File: src/hdl/crg_pkg.sv
`default_nettype none
package crg_pkg;

  // ---------------------------------------------------------------------
  // Guard patterns held in the dedicated flash word (values arbitrary)
  // ---------------------------------------------------------------------
  localparam logic [31:0] LEVEL_ONE_PATTERN = 32'h12345678;
  localparam logic [31:0] LEVEL_TWO_PATTERN = 32'h87654321;
  localparam logic [31:0] LEVEL_THREE_PATTERN = 32'h43218765;

  // ---------------------------------------------------------------------
  // Boot-loader command classes
  // ---------------------------------------------------------------------
  localparam int CMD_W = 3;
  localparam logic [2:0] CMD_READ = 3'h0;
  localparam logic [2:0] CMD_WRITE = 3'h1;
  localparam logic [2:0] CMD_ERASE_PART = 3'h2;
  localparam logic [2:0] CMD_ERASE_ALL = 3'h3;
  localparam logic [2:0] CMD_GO = 3'h4;
  localparam logic [2:0] CMD_INFO = 3'h5;
  localparam int SECT_W = 5;
  localparam logic [4:0] PROTECTED_SECTOR = 5'h00;
  localparam logic [31:0] FLASH_WORD_RESET = 32'hFFFFFFFF;

  typedef enum logic [3:0] {
    CRG_LVL_NONE = 4'h1,
    CRG_LVL_ONE = 4'h2,
    CRG_LVL_TWO = 4'h4,
    CRG_LVL_THREE = 4'h8
  } crg_level_e;

  localparam crg_level_e LEVEL_RESET = CRG_LVL_THREE;

  typedef struct packed {
    logic valid;
    logic [2:0] cmd;
    logic [4:0] sector;
  } crg_req_s;

  typedef struct packed {
    logic accept;
    logic refuse;
  } crg_ans_s;

  typedef struct packed {
    crg_level_e level;
    logic erased_all;
    logic jtag_en;
    logic override_en;
    logic test_en;
    logic grant;
    crg_ans_s ans;
  } crg_state_s;

endpackage : crg_pkg
`default_nettype wire

File: src/hdl/crg_level_decode.sv
`timescale 1ns/1ps
`default_nettype none
module crg_level_decode (
  input wire logic [31:0] i_word,
  output crg_pkg::crg_level_e o_level
);

  // ---------------------------------------------------------------------
  // Pattern match, unknown values leave the part open
  // ---------------------------------------------------------------------
  always_comb begin
    case (i_word)
      crg_pkg::LEVEL_ONE_PATTERN: o_level = crg_pkg::CRG_LVL_ONE;
      crg_pkg::LEVEL_TWO_PATTERN: o_level = crg_pkg::CRG_LVL_TWO;
      crg_pkg::LEVEL_THREE_PATTERN: o_level = crg_pkg::CRG_LVL_THREE;
      default: o_level = crg_pkg::CRG_LVL_NONE;
    endcase
  end

endmodule : crg_level_decode
`default_nettype wire

File: src/hdl/crg_gate.sv
`timescale 1ns/1ps
`default_nettype none
module crg_gate (
  input wire logic i_sys_clk,
  input wire logic i_arst_n,
  input wire logic [31:0] i_guard_word,
  input wire logic i_loader_override_pin,
  input wire logic i_sw_loader_call,
  input wire logic i_sw_prog_req,
  input wire crg_pkg::crg_req_s i_req,
  output logic o_jtag_en,
  output logic o_override_en,
  output logic o_test_en,
  output logic o_sw_prog_grant,
  output logic o_accept,
  output logic o_refuse,
  output logic [3:0] o_level
);

  crg_pkg::crg_level_e level_dec;
  crg_pkg::crg_state_s st_reg;
  crg_pkg::crg_state_s st_next;

  crg_level_decode u_dec (
    .i_word(i_guard_word),
    .o_level(level_dec)
  );

  // ---------------------------------------------------------------------
  // Command check per level
  // ---------------------------------------------------------------------
  function automatic logic cmd_ok(input crg_pkg::crg_level_e lvl,
                                  input crg_pkg::crg_req_s r,
                                  input logic erased, input logic sw_call);
    logic ok;
    ok = 1'b0;
    case (lvl)
      crg_pkg::CRG_LVL_NONE: ok = 1'b1;
      crg_pkg::CRG_LVL_ONE: begin
        case (r.cmd)
          crg_pkg::CMD_WRITE, crg_pkg::CMD_ERASE_PART:
            ok = (r.sector != crg_pkg::PROTECTED_SECTOR);
          crg_pkg::CMD_ERASE_ALL: ok = 1'b0;
          crg_pkg::CMD_GO, crg_pkg::CMD_INFO: ok = 1'b1;
          default: ok = 1'b0;
        endcase
      end
      crg_pkg::CRG_LVL_TWO: begin
        case (r.cmd)
          crg_pkg::CMD_ERASE_ALL, crg_pkg::CMD_INFO: ok = 1'b1;
          crg_pkg::CMD_WRITE: ok = erased;
          default: ok = 1'b0;
        endcase
      end
      crg_pkg::CRG_LVL_THREE: ok = sw_call;
      default: ok = 1'b0;
    endcase
    return ok;
  endfunction : cmd_ok

  // ---------------------------------------------------------------------
  // Next state
  // ---------------------------------------------------------------------
  always_comb begin
    st_next = st_reg;
    st_next.level = level_dec;
    if (level_dec != st_reg.level) begin
      st_next.erased_all = 1'b0;
    end
    st_next.jtag_en = (level_dec == crg_pkg::CRG_LVL_NONE);
    st_next.override_en = i_loader_override_pin &&
                          (level_dec != crg_pkg::CRG_LVL_THREE);
    st_next.test_en = (level_dec != crg_pkg::CRG_LVL_THREE);
    st_next.grant = i_sw_prog_req;
    st_next.ans.accept = 1'b0;
    st_next.ans.refuse = 1'b0;
    // A full erase only counts at the level that took it
    if (i_req.valid) begin
      if (cmd_ok(level_dec, i_req,
                 st_reg.erased_all && (level_dec == st_reg.level),
                 i_sw_loader_call)) begin
        st_next.ans.accept = 1'b1;
        if (i_req.cmd == crg_pkg::CMD_ERASE_ALL) begin
          st_next.erased_all = 1'b1;
        end
      end else begin
        st_next.ans.refuse = 1'b1;
      end
    end
  end

  always_ff @(posedge i_sys_clk or negedge i_arst_n) begin
    if (!i_arst_n) begin
      st_reg.level <= crg_pkg::LEVEL_RESET;
      st_reg.erased_all <= 1'b0;
      st_reg.jtag_en <= 1'b0;
      st_reg.override_en <= 1'b0;
      st_reg.test_en <= 1'b0;
      st_reg.grant <= 1'b0;
      st_reg.ans <= '0;
    end else begin
      st_reg <= st_next;
    end
  end

  // ---------------------------------------------------------------------
  // Outputs straight from the state register
  // ---------------------------------------------------------------------
  assign o_jtag_en = st_reg.jtag_en;
  assign o_override_en = st_reg.override_en;
  assign o_test_en = st_reg.test_en;
  assign o_sw_prog_grant = st_reg.grant;
  assign o_accept = st_reg.ans.accept;
  assign o_refuse = st_reg.ans.refuse;
  assign o_level = st_reg.level;
endmodule : crg_gate
`default_nettype wire

File: config.mk
export PLATFORM = sky130hd
export DESIGN_NAME = crg_gate
export DESIGN_NICKNAME = d
export VERILOG_FILES = /design/src/hdl/crg_pkg.sv /design/src/hdl/crg_level_decode.sv /design/src/hdl/crg_gate.sv
export SDC_FILE = /design/constraint.sdc
export NUM_CORES = 1
export LEC_CHECK = 0
export BUFFER_PORTS_ARGS = -buffer_cell sky130_fd_sc_hd__buf_2
export CORE_UTILIZATION = 42
export DETAILED_ROUTE_END_ITERATION = 8
export PLACE_DENSITY = 0.85
export SKIP_LAST_GASP = 1
export SLEW_MARGIN = 20
export SYNTH_ARGS = -nofsm -noshare
export SYNTH_HDL_FRONTEND = slang
export SYNTH_SLANG_ARGS = --single-unit
File: constraint.sdc
create_clock -name i_sys_clk -period 3.9 [get_ports i_sys_clk]
set_input_delay 0.78 -clock i_sys_clk [delete_from_list [all_inputs] [get_ports i_sys_clk]]
set_output_delay 0.78 -clock i_sys_clk [all_outputs]
set_load 0.02 [all_outputs]
-- Yosys cells after proc, flatten, opt, wreduce, memory -nomap -nowiden
Index checks and enable logic that the tools add are counted.
- flip-flop bits (word level): 11
- bits of input ports: 46
- output and inout bits: 10
- word-level logic and storage cells: 41
- eq/ne operators: 15
- mux-type cells: 12
- reduce and logical (&&, ||, !) cells: 6
- operators by type and width (kind ; count):
    $eq A32 B29 Y1 const B ; 1
    $eq A32 B31 Y1 const B ; 1
    $eq A32 B32 Y1 const B ; 1
    $pmux W4 S3 ; 1
    $mux W1 ; 7
    $eq A3 B2 Y1 const B ; 2
    $eq A3 B3 Y1 const B ; 2
    $reduce_or A2 Y1 ; 3
    $reduce_bool A5 Y1 ; 1
    $eq A4 B1 Y1 const B ; 1
    $eq A4 B2 Y1 const B ; 1
    $eq A4 B3 Y1 const B ; 1
    $eq A4 B4 Y1 ; 1
    $eq A4 B4 Y1 const B ; 1
    $ne A4 B4 Y1 ; 1
    $ne A4 B4 Y1 const B ; 1
    $pmux W1 S2 ; 2
    $pmux W1 S4 ; 1
    $eq A3 B1 Y1 const B ; 1
    $logic_and A1 B1 Y1 ; 2
    $mux W2 ; 1

-- Longest topological paths before layout
- depth in word-level cells: 9
- mapped depth: 9
- mapped depth without buffers: 9

-- Hierarchy
From an unflattened synthesis, not the netlist that was laid out.
- cell total of the unflattened synthesis: 71
- area, all modules: 721.9 µm²
- modules (own cells, without submodules) (module ; instances ; cells an instance ; area each (µm²) ; seq. area each (µm²)):
    crg_gate ; 1 ; 43 ; 505.5 ; 276.5
    crg_level_decode ; 1 ; 28 ; 216.5 ; 0.0

-- Worst setup path before layout
No wires, ideal clock.
- path kind: in2reg
- from: input port i_guard_word[2]
- to: register st_reg (netlist bit o_accept)
- setup time: 0.066 ns
- data arrival time: 2.210 ns
- data required time: 3.834 ns
- setup slack: 1.623 ns
- stages on the path: 7
- path buffers: 0
- cell sequence: and4bb_1 > nand4b_2 > nor4_4 > xnor2_1 > nand2_1 > o31ai_1 > and2_1
- RTL lines (item ; RTL line ; RTL):
    start, declared ; crg_gate.sv:6 ; input wire logic [31:0] i_guard_word,
    end signal, assigned ; crg_gate.sv:102 ; st_reg <= st_next;
    end, declared ; crg_gate.sv:21 ; crg_pkg::crg_state_s st_reg;

==> results.md <==
- Outcome: finished clean
- Htree depth: 1
- ANT nets after route: 0
- Syn Nets: 118
- Post-route DRC: 0
- Synth-to-Final Area Change: 39.3%
- CP Max Fanout: 4
- Most frequent cells in the layout: 55 x buf_2, 10 x dfrtp_1, 5 x nand2_1
- Fin cells: between 150 and 200
- Sequential area share after synthesis: approximately 36%
- Synth Cell Area: 769 um2
- Clock Path Buffers: 2
- Pleak: 0.545 nW
- Type of the most critical hold path: primary input to async pin
- EDFF count, synth: 0
- RSZ-0062 raised after global routing: false
- Via count: 772
- Commonest non-fill, non-tap cell in the layout: buf_2
- Max reg flops: 4
- CP required: a little over 4 ns
- Largest net degree at the start of global routing: 12
- Final min period: 2.35 ns
- CTS buffer count: 3
- Yosys warnings: 0
- Initial antenna violation count: 0
- Maximum VDD drop: 0.124 mV
- Residual overflow from global routing: 0
- Max-Cap Viols: 0
- Clock sink count: 11
- IO Count: 56
- Critical path class: primary input to flop
- Cts hold-fix bufs: 0
- CTS clk-pin slew, worst paths: 0.07 ns
- Detail Placement HPWL: between 1000 and 1500 um
- PortBufs: 55
- DR vias/cell: roughly 5.1
- Slew @ Worst Pin: 0.362 ns
- Post-synthesis cell count: 72
- CP arrival: 2.55 ns
- Drt pass-1 iters: 4
- Chip Height: 44.8 um
- Post-synthesis cell type count: 39
- Syn_area_per_cell: 10.7 um2
- Placed insts: between 100 and 150
- Max Slew Vio Count: 0
- Final period util: 60.3%
- Final nets: 174
- Nature of the critical path endpoint: flop
- Die area: 2010 um2
- Setup Buffers After CTS: 0
- Global-route wire length before repair: 2690 um
- Setup TNS: 0 ns
- Core Region: 1730 um2
- Vias in the first global route: slightly below 700
- Routability congestion estimate: 0.735
- Synth Flop Type: dfrtp_1
- Startpoint type of the worst setup path: primary input
- Share of layout cells above drive strength 1: a little under three fifths
- FMAX: 0.425 GHz
- Endpoints failing hold: 0
- Die Span X: 44.8 um
- Power per cell area: 218 nW/um2
- Site row count: 15
- CTS tree: yes
- Initial DRC count: 4
- Global-route usage over all layers: 18.3%
- Post-synthesis async set-or-reset flop share: between 90% and 100%
- Post-CTS Resized: 0
- Worst-Skew Late Latency: 0.26 ns
- # setup viols final: 0
- Fin Clk Skew: approximately 0.010 ns
- Initial Utilization: between 40 and 50%
- # diodes: 0
- Root buf cell: clkbuf_4
- Worst rel slew slack: 75.7%
- Total Wirelength: 1620 um
- Avg WL per Cell: approximately 11 um
- Seq cells post-synth: 11
critical path, stage by stage:
cell and delay, ns:
buf_2 0.11, nor4b_1 0.35, nand4_1 0.15, nor2_2 0.20
nand2_1 0.12, inv_2 0.09, mux2i_2 0.24, nand2_1 0.08
o31ai_1 0.27, and2_1 0.16
final cells by class:
class	instances	area [um2]
clock buffers	4	26.3
fillers	167	654
inverters	3	11.3
multi-input cells	54	452
flip-flops and latches	11	277
well taps	25	31.3
repair buffers	55	275
synth_stat cells, types with 2 or more instances:
master    instances  area, um2
and2_1            2       12.5
and2b_2           2       17.5
and4bb_1          4       50.1
buf_4             4       30.0
dfrtp_1          10        250
inv_1             2       7.51
nand2_1           5       18.8
nand3_1           2       10.0
nand3b_1          2       15.0
nand4_1           3       18.8
nor2_1            4       15.0
nor2_2            2       12.5
nor2b_1           2       12.5
o21a_1            2       15.0
xor2_1            2       17.5
cell families (layout without fill, tap and decap cells):
logic type / after synthesis / count (layout) / share of synthesized area [%]
AND/OR/NAND/NOR: 41 / 41 / 43.6
flip-flops: 11 / 11 / 35.9
AO/OA/AOI/OAI: 9 / 9 / 9.92
buffers and inverters: 7 / 62 / 5.37
XOR/XNOR: 3 / 3 / 3.42
multiplexers: 1 / 1 / 1.79
power breakdown:
part	switching (mW)	internal (mW)
sequential	0.000602	0.116
clock	0.0324	0.0393
combinational	0.0204	0.0250
total	0.0533	0.181
metal layers:
metal,GRT usage [%],up-vias,routed length (um)
li1,-,378,-
met1,20.3,353,622
met2,34.1,39,858
met3,3.60,2,123
met4,7.27,0,11
met5,0,-,0
metrics by stage:
stage               cell area (um2)  power, mW  setup slack, ns  hold WS, ns  utilization (%)
global route                   1070      0.248             1.31        0.375             62.1
CTS                            1070      0.238             1.55        0.371             62.1
global placement               1050      0.163             1.37        0.558             60.6
detailed placement             1050      0.165             1.27        0.567             60.6
finish                         1070      0.234             1.55        0.371             62.1
floorplan                       769      0.133             1.62        0.484                -
worst paths after layout:
kind                                  start          to  slack, ns  depth (start not counted)
hold reg to reg                   st_reg[6]   st_reg[6]       0.57                          2
hold / removal                     i_arst_n  o_level[0]       0.37                          1
setup reg to reg                 o_level[3]    o_accept       2.54                          5
max in group asynchronous          i_arst_n  o_level[3]       3.28                          1
setup / recovery           i_guard_word[28]    o_accept       1.55                         10
min in group i_sys_clk            st_reg[6]   st_reg[6]       0.57                          2
Note: power is estimated with default switching activity, not from simulation.
